==> config.mk <==
export PLATFORM = sky130hd
export DESIGN_NAME = lsb_alu
export DESIGN_NICKNAME = d
export VERILOG_FILES = /design/src/include/lsb_pkg.sv /design/src/include/lsb_bit_if.sv /design/src/lsb_bit_unit.sv /design/src/lsb_alu.sv
export SDC_FILE = /design/constraint.sdc
export NUM_CORES = 1
export LEC_CHECK = 0
export BUFFER_PORTS_ARGS = -buffer_cell sky130_fd_sc_hd__buf_4
export CAP_MARGIN = 20
export CORE_ASPECT_RATIO = 1.1
export CORE_UTILIZATION = 62
export CTS_BUF_LIST = sky130_fd_sc_hd__clkbuf_4 sky130_fd_sc_hd__clkbuf_8 sky130_fd_sc_hd__clkbuf_16
export CTS_CLUSTER_SIZE = 28
export DETAILED_ROUTE_END_ITERATION = 10
export PLACE_DENSITY = 0.93
export SYNTH_ARGS = -nofsm -noshare
export SYNTH_HDL_FRONTEND = slang
export SYNTH_SLANG_ARGS = --single-unit
==> constraint.sdc <==
create_clock -name clock_in -period 7.6 [get_ports clock_in]
set_input_delay 1.52 -clock clock_in [delete_from_list [all_inputs] [get_ports clock_in]]
set_output_delay 1.52 -clock clock_in [all_outputs]
set_load 0.01 [all_outputs]
==> src/include/lsb_pkg.sv <==
// package: operation codes, sizes and field layout for the logic/shift/bit alu
package lsb_pkg;
    // =========================================================
    // operand sizes
    typedef enum logic [1:0] {
        LSB_SZ_BYTE,
        LSB_SZ_WORD,
        LSB_SZ_LONG
    } lsb_size_t;

    // =========================================================
    // operation codes
    typedef enum logic [4:0] {
        LSB_OP_AND,
        LSB_OP_OR,
        LSB_OP_XOR,
        LSB_OP_NOT,
        LSB_OP_ARITH_SHIFT_LEFT,
        LSB_OP_ARITH_SHIFT_RIGHT,
        LSB_OP_LOGIC_SHIFT_LEFT,
        LSB_OP_LOGIC_SHIFT_RIGHT,
        LSB_OP_ROTATE_LEFT,
        LSB_OP_ROTATE_RIGHT,
        LSB_OP_ROTATE_CARRY_LEFT,
        LSB_OP_ROTATE_CARRY_RIGHT,
        LSB_OP_BIT_SET,
        LSB_OP_BIT_CLEAR,
        LSB_OP_BIT_INVERT,
        LSB_OP_BIT_TEST,
        LSB_OP_CARRY_AND_BIT,
        LSB_OP_CARRY_AND_INV_BIT,
        LSB_OP_CARRY_OR_BIT,
        LSB_OP_CARRY_OR_INV_BIT,
        LSB_OP_CARRY_XOR_BIT,
        LSB_OP_CARRY_XOR_INV_BIT,
        LSB_OP_BIT_LOAD_CARRY,
        LSB_OP_INV_BIT_LOAD_CARRY,
        LSB_OP_CARRY_STORE_BIT,
        LSB_OP_INV_CARRY_STORE_BIT
    } lsb_op_t;

    // =========================================================
    // widths and field positions
    localparam int LSB_DATA_W = 32;
    localparam int LSB_IDX_W = 3;
    localparam int LSB_REG_SEL_W = 3;
    localparam int LSB_BYTE_MSB = 7;
    localparam int LSB_WORD_MSB = 15;
    localparam int LSB_LONG_MSB = 31;
    localparam logic [31:0] LSB_DATA_RST = 32'h0000_0000;
    localparam logic LSB_FLAG_RST = 1'b0;
    localparam int LSB_LATENCY = 1;
endpackage : lsb_pkg

==> src/include/lsb_bit_if.sv <==
// interface: byte operand and bit-op request between top and bit unit
`timescale 1ns/1ps
interface lsb_bit_if;
    import lsb_pkg::*;
    logic [7:0] byte_val;
    logic [2:0] bit_idx;
    lsb_op_t op;
    logic carry_val;
    logic [7:0] byte_res;
    logic carry_res;
    logic zero_res;
    logic carry_wr;
    logic zero_wr;
    logic byte_wr;
    logic legal;
    modport top (output byte_val, bit_idx, op, carry_val,
                 input byte_res, carry_res, zero_res, carry_wr,
                 zero_wr, byte_wr, legal);
    modport unit (input byte_val, bit_idx, op, carry_val,
                  output byte_res, carry_res, zero_res, carry_wr,
                  zero_wr, byte_wr, legal);
endinterface : lsb_bit_if

==> src/lsb_bit_unit.sv <==
// combinational single-bit manipulation unit
`timescale 1ns/1ps
module lsb_bit_unit
    import lsb_pkg::*;
(
    lsb_bit_if.unit bus // byte operand, index and op in, results out
);
    logic sel_bit;

    // =========================================================
    // bit operations on one byte
    always_comb begin
        sel_bit = bus.byte_val[bus.bit_idx];
        bus.byte_res = bus.byte_val;
        bus.carry_res = bus.carry_val;
        bus.zero_res = 1'b0;
        bus.carry_wr = 1'b0;
        bus.zero_wr = 1'b0;
        bus.byte_wr = 1'b0;
        bus.legal = 1'b1;
        case (bus.op)
            LSB_OP_BIT_SET: begin
                bus.byte_res[bus.bit_idx] = 1'b1;
                bus.byte_wr = 1'b1;
            end
            LSB_OP_BIT_CLEAR: begin
                bus.byte_res[bus.bit_idx] = 1'b0;
                bus.byte_wr = 1'b1;
            end
            LSB_OP_BIT_INVERT: begin
                bus.byte_res[bus.bit_idx] = ~sel_bit;
                bus.byte_wr = 1'b1;
            end
            LSB_OP_BIT_TEST: begin
                bus.zero_res = ~sel_bit;
                bus.zero_wr = 1'b1;
            end
            LSB_OP_CARRY_AND_BIT: begin
                bus.carry_res = bus.carry_val & sel_bit;
                bus.carry_wr = 1'b1;
            end
            LSB_OP_CARRY_AND_INV_BIT: begin
                bus.carry_res = bus.carry_val & ~sel_bit;
                bus.carry_wr = 1'b1;
            end
            LSB_OP_CARRY_OR_BIT: begin
                bus.carry_res = bus.carry_val | sel_bit;
                bus.carry_wr = 1'b1;
            end
            LSB_OP_CARRY_OR_INV_BIT: begin
                bus.carry_res = bus.carry_val | ~sel_bit;
                bus.carry_wr = 1'b1;
            end
            LSB_OP_CARRY_XOR_BIT: begin
                bus.carry_res = bus.carry_val ^ sel_bit;
                bus.carry_wr = 1'b1;
            end
            LSB_OP_CARRY_XOR_INV_BIT: begin
                bus.carry_res = bus.carry_val ^ ~sel_bit;
                bus.carry_wr = 1'b1;
            end
            LSB_OP_BIT_LOAD_CARRY: begin
                bus.carry_res = sel_bit;
                bus.carry_wr = 1'b1;
            end
            LSB_OP_INV_BIT_LOAD_CARRY: begin
                bus.carry_res = ~sel_bit;
                bus.carry_wr = 1'b1;
            end
            LSB_OP_CARRY_STORE_BIT: begin
                bus.byte_res[bus.bit_idx] = bus.carry_val;
                bus.byte_wr = 1'b1;
            end
            LSB_OP_INV_CARRY_STORE_BIT: begin
                bus.byte_res[bus.bit_idx] = ~bus.carry_val;
                bus.byte_wr = 1'b1;
            end
            default: begin
                bus.legal = 1'b0;
            end
        endcase
    end
endmodule : lsb_bit_unit

==> src/lsb_alu.sv <==
// logic, shift/rotate and bit-manipulation execution datapath
`timescale 1ns/1ps
module lsb_alu
    import lsb_pkg::*;
(
    input wire logic clock_in, // 200 MHz core clock
    input wire logic rst_b_in, // synchronous reset, active low
    input wire logic start_in, // one-cycle request strobe
    input wire lsb_op_t op_in, // operation code
    input wire lsb_size_t size_in, // operand size
    input wire logic [31:0] dst_in, // destination register contents
    input wire logic [31:0] src_in, // source register contents
    input wire logic [31:0] immediate_value_in, // immediate operand
    input wire logic use_imm_in, // 1: immediate, 0: source register
    input wire logic [2:0] bit_idx_imm_in, // 3-bit immediate bit index
    input wire logic bit_idx_from_reg_in, // index from source reg bits
    input wire logic [7:0] mem_byte_in, // memory byte for bit ops
    input wire logic use_mem_in, // bit op works on memory byte
    input wire logic byte_high_in, // byte op on high half (bits 15:8)
    input wire logic word_upper_in, // word op on upper half (31:16)
    input wire logic carry_in, // current carry flag
    output logic done_out, // one-cycle result valid
    output logic [31:0] result_out, // merged 32-bit register value
    output logic reg_wr_out, // write result_out to destination
    output logic [7:0] mem_byte_out, // modified memory byte
    output logic mem_wr_out, // write mem_byte_out back
    output logic carry_out, // new carry flag value
    output logic carry_wr_out, // carry flag update strobe
    output logic zero_out, // new zero flag value
    output logic zero_wr_out, // zero flag update strobe
    output logic illegal_out // request refused (bad op/index form)
);
    // =========================================================
    // state
    typedef struct packed {
        logic done;
        logic [31:0] result;
        logic reg_wr;
        logic [7:0] mem_byte;
        logic mem_wr;
        logic carry;
        logic carry_wr;
        logic zero;
        logic zero_wr;
        logic illegal;
    } lsb_state_t;

    lsb_state_t st_ff;
    lsb_state_t nxt_st;

    lsb_bit_if bit_bus();

    logic [31:0] opnd;
    logic [31:0] src_val;
    logic [31:0] logic_res;
    logic [31:0] shift_res;
    logic shift_carry;
    logic is_logic;
    logic is_shift;
    logic is_bit;
    logic imm_only;
    logic [7:0] bit_byte;
    logic [31:0] merged;
    logic msb;
    logic lsb_bit;
    logic [31:0] sz_mask;

    // =========================================================
    // operand extraction by size, right-aligned
    always_comb begin
        opnd = LSB_DATA_RST;
        sz_mask = LSB_DATA_RST;
        case (size_in)
            LSB_SZ_BYTE: begin
                opnd[7:0] = byte_high_in ? dst_in[15:8] : dst_in[7:0];
                sz_mask = 32'h0000_00FF;
            end
            LSB_SZ_WORD: begin
                opnd[15:0] = word_upper_in ? dst_in[31:16] : dst_in[15:0];
                sz_mask = 32'h0000_FFFF;
            end
            LSB_SZ_LONG: begin
                opnd = dst_in;
                sz_mask = 32'hFFFF_FFFF;
            end
            default: begin
                opnd = dst_in;
                sz_mask = 32'hFFFF_FFFF;
            end
        endcase
        // source is taken right-aligned; the decoder places halves
        src_val = (use_imm_in ? immediate_value_in : src_in) & sz_mask;
    end

    // =========================================================
    // logic operations, trimmed to operand size
    always_comb begin
        is_logic = 1'b1;
        case (op_in)
            LSB_OP_AND: logic_res = opnd & src_val;
            LSB_OP_OR: logic_res = opnd | src_val;
            LSB_OP_XOR: logic_res = opnd ^ src_val;
            LSB_OP_NOT: logic_res = ~opnd & sz_mask;
            default: begin
                logic_res = opnd;
                is_logic = 1'b0;
            end
        endcase
    end

    // =========================================================
    // single-bit shifts and rotates; msb position follows size
    always_comb begin
        case (size_in)
            LSB_SZ_BYTE: msb = opnd[LSB_BYTE_MSB];
            LSB_SZ_WORD: msb = opnd[LSB_WORD_MSB];
            default: msb = opnd[LSB_LONG_MSB];
        endcase
        lsb_bit = opnd[0];
        is_shift = 1'b1;
        shift_res = opnd;
        shift_carry = carry_in;
        case (op_in)
            LSB_OP_ARITH_SHIFT_LEFT, LSB_OP_LOGIC_SHIFT_LEFT: begin
                shift_res = (opnd << 1) & sz_mask;
                shift_carry = msb;
            end
            LSB_OP_ARITH_SHIFT_RIGHT: begin
                shift_res = (opnd >> 1) | (msb ? ((sz_mask >> 1) ^ sz_mask)
                                               : LSB_DATA_RST);
                shift_carry = lsb_bit;
            end
            LSB_OP_LOGIC_SHIFT_RIGHT: begin
                shift_res = opnd >> 1;
                shift_carry = lsb_bit;
            end
            LSB_OP_ROTATE_LEFT: begin
                shift_res = ((opnd << 1) & sz_mask) | {31'h0, msb};
                shift_carry = msb;
            end
            LSB_OP_ROTATE_RIGHT: begin
                shift_res = (opnd >> 1) |
                    (lsb_bit ? ((sz_mask >> 1) ^ sz_mask)
                             : LSB_DATA_RST);
                shift_carry = lsb_bit;
            end
            LSB_OP_ROTATE_CARRY_LEFT: begin
                shift_res = ((opnd << 1) & sz_mask)
                    | {31'h0, carry_in};
                shift_carry = msb;
            end
            LSB_OP_ROTATE_CARRY_RIGHT: begin
                shift_res = (opnd >> 1) |
                    (carry_in ? ((sz_mask >> 1) ^ sz_mask)
                              : LSB_DATA_RST);
                shift_carry = lsb_bit;
            end
            default: begin
                is_shift = 1'b0;
            end
        endcase
    end

    // =========================================================
    // bit unit hookup: byte from register half or memory
    assign bit_byte = use_mem_in ? mem_byte_in : opnd[7:0];
    assign bit_bus.byte_val = bit_byte;
    // register index form uses low three bits of the source register
    assign bit_bus.bit_idx = bit_idx_from_reg_in ? src_in[2:0]
                                                 : bit_idx_imm_in;
    assign bit_bus.op = op_in;
    assign bit_bus.carry_val = carry_in;
    assign is_bit = bit_bus.legal;
    // inverted forms accept only an immediate index
    assign imm_only = (op_in == LSB_OP_CARRY_AND_INV_BIT) ||
                      (op_in == LSB_OP_CARRY_OR_INV_BIT) ||
                      (op_in == LSB_OP_CARRY_XOR_INV_BIT) ||
                      (op_in == LSB_OP_INV_BIT_LOAD_CARRY) ||
                      (op_in == LSB_OP_INV_CARRY_STORE_BIT);

    lsb_bit_unit u_bit (
        .bus(bit_bus)
    );

    // =========================================================
    // put a right-aligned result back into its register part
    function automatic logic [31:0] merge_part(
        input logic [31:0] full,
        input logic [31:0] part,
        input lsb_size_t sz,
        input logic hi_byte,
        input logic hi_word
    );
        logic [31:0] m;
        m = full;
        case (sz)
            LSB_SZ_BYTE: begin
                if (hi_byte) begin
                    m[15:8] = part[7:0];
                end else begin
                    m[7:0] = part[7:0];
                end
            end
            LSB_SZ_WORD: begin
                if (hi_word) begin
                    m[31:16] = part[15:0];
                end else begin
                    m[15:0] = part[15:0];
                end
            end
            default: m = part;
        endcase
        return m;
    endfunction : merge_part

    // =========================================================
    // next-state: one result per request, one cycle later
    always_comb begin
        merged = dst_in;
        nxt_st = st_ff;
        nxt_st.done = 1'b0;
        nxt_st.reg_wr = 1'b0;
        nxt_st.mem_wr = 1'b0;
        nxt_st.carry_wr = 1'b0;
        nxt_st.zero_wr = 1'b0;
        nxt_st.illegal = 1'b0;
        if (start_in) begin
            nxt_st.done = 1'b1;
            if (is_logic) begin
                merged = merge_part(dst_in, logic_res, size_in,
                                    byte_high_in, word_upper_in);
                nxt_st.result = merged;
                nxt_st.reg_wr = 1'b1;
            end else if (is_shift) begin
                merged = merge_part(dst_in, shift_res, size_in,
                                    byte_high_in, word_upper_in);
                nxt_st.result = merged;
                nxt_st.reg_wr = 1'b1;
                nxt_st.carry = shift_carry;
                nxt_st.carry_wr = 1'b1;
            end else if (is_bit && !(imm_only && bit_idx_from_reg_in)) begin
                nxt_st.carry = bit_bus.carry_res;
                nxt_st.carry_wr = bit_bus.carry_wr;
                nxt_st.zero = bit_bus.zero_res;
                nxt_st.zero_wr = bit_bus.zero_wr;
                if (bit_bus.byte_wr && use_mem_in) begin
                    nxt_st.mem_byte = bit_bus.byte_res;
                    nxt_st.mem_wr = 1'b1;
                end else if (bit_bus.byte_wr) begin
                    // bit ops are byte-sized: pick high or low half
                    nxt_st.result = merge_part(dst_in,
                        {24'h0, bit_bus.byte_res}, LSB_SZ_BYTE,
                        byte_high_in, 1'b0);
                    nxt_st.reg_wr = 1'b1;
                end
            end else begin
                nxt_st.illegal = 1'b1; // refused, nothing written
            end
        end
    end

    // =========================================================
    // state register
    always_ff @(posedge clock_in) begin
        if (!rst_b_in) begin
            st_ff <= '0;
        end else begin
            st_ff <= nxt_st;
        end
    end

    assign done_out = st_ff.done;
    assign result_out = st_ff.result;
    assign reg_wr_out = st_ff.reg_wr;
    assign mem_byte_out = st_ff.mem_byte;
    assign mem_wr_out = st_ff.mem_wr;
    assign carry_out = st_ff.carry;
    assign carry_wr_out = st_ff.carry_wr;
    assign zero_out = st_ff.zero;
    assign zero_wr_out = st_ff.zero_wr;
    assign illegal_out = st_ff.illegal;
endmodule : lsb_alu

==> results of run 1 <==
[metal layers]
metal | overflow | GRT usage, %
met1 | 0 | 66.5
met2 | 0 | 83.8
met3 | 0 | 37.3
met4 | 2 | 52.3
met5 | 0 | 1.26
[through the flow]
step                setup WS, ns  std cells  hold slack (ns)  cell area [sq um]
floorplan                   3.06       1158            0.475               7940
CTS                         2.65       1407            0.481               9280
detailed placement          2.34       1399            0.462               9110
global placement            2.38       1399            0.443               9110
[logic make-up after synthesis]
| logic type | count (synthesis) | share of synthesized area [%] |
|---|---|---|
| DFF | 48 | 12.1 |
| xor gates and xnor gates | 1 | 0.110 |
| and+or+nand+nor | 357 | 21.2 |
| adders and majority gates | 64 | 10.1 |
| AOI/OAI and AO/OA | 447 | 39.4 |
| muxes | 57 | 7.70 |
| buffers and inverters | 184 | 9.39 |
==> metrics.md, run 1 <==
| Metric | Value |
|---|---|
| CTS buffer count | `5` |
| Leading area contributor after synthesis | `dfxtp_1` |
| Status | `stopped before the end` |
| Synth top area share | `12.1%` |
| Seq cells post-synth | `48` |
| IO Count | `between 150 and 200` |
| Sink Count | `48` |
| # H-tree levels | `2` |
| Synth area leaders | `dfxtp_1 (12%), ha_1 (10%), nand2_1 (7.3%), o21ai_0 (6.3%), a21oi_1 (5.4%)` |
| Synth cell types | `88` |
| Vias in the first global route | `just over 10000` |
| Failed at | `global routing` |
| Top cells by instance count after synthesis | `nand2_1 (154), o21ai_0 (100), a21oi_1 (86)` |
| Err | `[ERROR GRT-0116] Global routing finished with congestion. Check the congestion regions in the DRC Viewer.` |
| CTS root buffer | `clkbuf_16` |
| Post-cts gate resize count | `0` |
| Synth warn | `0` |
| Post-CTS Setup Inserts | `0` |
| Count leader, synth | `nand2_1` |
| Chip height | `121 um` |
| Post-synth EDFFs | `0` |
| Max clock buf depth | `2` |
| GR Overflow Total | `2` |
| Post-Syn Nets | `1345` |
| Starting density of the core | `63.4%` |
| Die Wd | `110 um` |
| Synthesized cell area | `about 7900 sq um` |
| I/O Buffers | `170` |
| GRT Overall Usage | `between 60% and 70%` |
| Synth Instances | `1158` |
| Post-DP HPWL | `26800 um` |
| First-pass GRT wire length | `60400 um` |
| Post-synth ARST share | `0%` |
| Largest net degree at the start of global routing | `76` |
| Row count | `43` |
| Cts hold-fix bufs | `0` |
| Top FF cell, synth | `dfxtp_1` |
| Syn avg cell area | `6.86 sq um` |
| Final RePlAce weighted congestion | `between 1 and 1.5` |
| Sequential share of the synthesized area | `12.1%` |
==> inputs of run 2 (changes only) <==
Settings changed: CORE_ASPECT_RATIO 1.1 to unset, CORE_UTILIZATION 62 to 40, CTS_BUF_LIST sky130_fd_sc_hd__clkbuf_4 sky130_fd_sc_hd__clkbuf_8 sky130_fd_sc_hd__clkbuf_16 to unset, CTS_CLUSTER_SIZE 28 to unset, PLACE_DENSITY 0.93 to unset, PLACE_DENSITY_LB_ADDON set to 0.15.
==> run 2 against run 1 <==
Synthesized cell count unchanged. Area after synthesis unchanged. The flow now finishes without violations.
==> metrics.md, run 2 <==
| Metric | Value |
|---|---|
| Chip height | `143 um (+18%)` |
| First-pass GRT wire length | `around 57000 um` |
| Row count | `51 (+19%)` |
| Crit path DAT | `5.39 ns` |
| Post-DP HPWL | `28900 um (+7.8%)` |
| Final #Nets | `~1400` |
| Worst vdd ir | `91.3 uV` |
| Largest net degree at the start of global routing | `64` |
| Crit-path max FO | `61` |
| Starting DRT DRC Count | `1675` |
| Crit path from | `size_in[1]` |
| Top FF cell, synth | `dfxtp_1` |
| Sink Count | `48 (unchanged)` |
| TNS Setup | `0 ns` |
| Post-synth ARST share | `0% (unchanged)` |
| Routed wire length | `between 30000 and 40000 um` |
| IO Count | `171 (unchanged)` |
| Vias in the first global route | `8914` |
| Area growth syn-to-layout | `18.8%` |
| CTS buffer count | `5 (unchanged)` |
| Synth area leaders | `dfxtp_1 (12%), ha_1 (10%), nand2_1 (7.3%), o21ai_0 (6.3%), a21oi_1 (5.4%)` |
| Antenna diodes | `0` |
| Setup CP Type | `primary input to flip-flop` |
| Syn avg cell area | `6.86 sq um (unchanged)` |
| Post-synth EDFFs | `0 (unchanged)` |
| Sw Pwr | `0.000449 W` |
| Status | `completed` |
| Cts hold-fix bufs | `0 (unchanged)` |
| Worst reg2reg path startpoint | `carry_out` |
| Sequential share of the synthesized area | `12.1% (unchanged)` |
| R2R setup slack | `approximately 6.5 ns` |
| Synth warn | `0 (unchanged)` |
| Worst Hold Class | `flip-flop to flip-flop` |
| Leak Pwr | `4.22 nW` |
| Post-Syn Nets | `1345 (unchanged)` |
| Synthesized cell area | `7940 sq um (unchanged)` |
| Clock transition at the registers of the reported paths | `~0.070 ns` |
| Clk_lat worst skew | `0.30 ns` |
| Synth top area share | `12.1% (unchanged)` |
| Post-CTS Setup Inserts | `0 (unchanged)` |
| Clock power frac | `25.8%` |
| First drt pass iteration count | `7` |
| Minimum clock period | `about 5.2 ns` |
| Comb pwr share | `48.7%` |
| Sw Share | `42.7%` |
| Int Pwr | `0.000604 W` |
| Leading area contributor after synthesis | `dfxtp_1` |
| CTS root buffer | `clkbuf_16` |
| RSZ-0062 raised after global routing | `false` |
| # setup viols final | `0` |
| Worst setup EP type | `flip-flop` |
| Final RePlAce weighted congestion | `1.08 (-6.2%)` |
| Vias per Instance | `6.64` |
| Fmax | `0.192 GHz` |
| Cell Pwr Density | `112 nW/um^2` |
| Final period utilization | `68.5%` |
| Drt wl/cell | `around 26 um` |
| Max clock buf depth | `2 (unchanged)` |
| Commonest non-fill, non-tap cell in the layout | `buf_4` |
| Starting density of the core | `40.8% (-23 points)` |
| Slew HR | `21.4%` |
| Slew Viols, Final | `0` |
| Max-Cap Viols | `0` |
| DRC violations left | `0` |
| Final core occ | `48.5%` |
| CTS tree | `done` |
| Total number of vias | `between 10000 and 15000` |
| Die Wd | `143 um (+30%)` |
| Detail Route Antenna Nets | `0` |
| Critical Path Start Type | `primary input` |
| Seq pwr share | `25.5%` |
| Post-cts gate resize count | `0 (unchanged)` |
| GR Overflow Total | `0` |
| Worst-margin pin slew | `1.15 ns` |
| Max reg flops | `32` |
| Count leader, synth | `nand2_1` |
| I/O Buffers | `170 (unchanged)` |
| CP required | `a little under 8 ns` |
| Worst Hold Launch | `mem_byte_out[4]` |
| Most frequent cells in the layout | `buf_4 (185), nand2_1 (154), o21ai_0 (100), a21oi_1 (85), inv_1 (83)` |
| Layout cells sized above 1 | `approximately a fifth` |
| Seq cells post-synth | `48 (unchanged)` |
| Top cells by instance count after synthesis | `nand2_1 (154), o21ai_0 (100), a21oi_1 (86)` |
| GRT Overall Usage | `37.5%` |
| Synth cell types | `88 (unchanged)` |
| Initial antenna violation count | `0` |
| Final hold vios | `0` |
| Layout Skew | `0 ns` |
| Core ar. | `19500 sq um` |
| Die ar. | `between 20000 and 25000 sq um` |
| # H-tree levels | `2 (unchanged)` |
| Synth Instances | `1158 (unchanged)` |
-- run 2: kinds of logic after synthesis --
| group | after synthesis | synth area share [%] |
|---|---|---|
| xor+xnor | 1 | 0.110 |
| mux | 57 | 7.70 |
| compound gates | 447 | 39.4 |
| fa+ha+maj | 64 | 10.1 |
| buf+inv | 184 | 9.39 |
| flops | 48 | 12.1 |
| simple gates | 357 | 21.2 |
-- run 2: critical path, stage by stage --
cell,delay (ns)
buf_4,0.30
nor2b_1,0.91
a21oi_1,0.24
o22ai_2,0.41
ha_1,0.32
and3_1,0.14
a2111oi_0,0.98
o2111a_1,0.29
nor2_1,0.05
a22o_1,0.21
-- run 2: cell type report --
class | instances | area, sq um
clock inverters | 3 | 46.3
clock buffers | 5 | 125
well taps | 265 | 332
flip-flops and latches | 48 | 961
multi-input cells | 926 | 6260
repair buffers | 185 | 1390
fillers | 2053 | 10000
inverters | 85 | 324
-- run 2: worst paths after layout --
check | endpoint | cells after the start
setup / recovery | result_out[10] | 10
hold / removal | mem_byte_out[4] | 2
setup reg to reg | carry_out | 4
hold reg to reg | mem_byte_out[4] | 2
-- run 2: power groups by stage --
stage,sequential [W],clock (W),combinational (W)
after CTS,0.000269,0.000272,0.000491
after floorplan,0.000278,0,0.000286
after detailed placement,0.000275,0,0.000489
after global routing,0.000270,0.000280,0.000540
final,0.000269,0.000271,0.000513
after global placement,0.000275,0,0.000490
-- run 2: stage by stage --
stage          cell area (sq um)  hold slack [ns]  setup WS [ns]  power, W  instances
3_5_place_dp                9260            0.448           2.28  0.000764       1509
2_1_floorplan               7940            0.475           3.06  0.000563       1158
5_1_grt                     9440            0.480           2.23   0.00109       1517
4_1_cts                     9440            0.456           2.56   0.00103       1517
6_report                    9440            0.450           2.40   0.00105       1517
3_3_place_gp                9260            0.438           2.30  0.000765       1509
-- run 2: per-layer routing --
layer	vias to the layer above	GRT usage, %	wire [um]	share of wire, %
li1	4479	-	-	-
met1	4681	53.3	16300	42
met2	789	52.9	15700	40
met3	124	10.5	5630	14
met4	0	13.6	1410	3.6
met5	-	0.501	0	0
(Power assumes the default switching activity.)
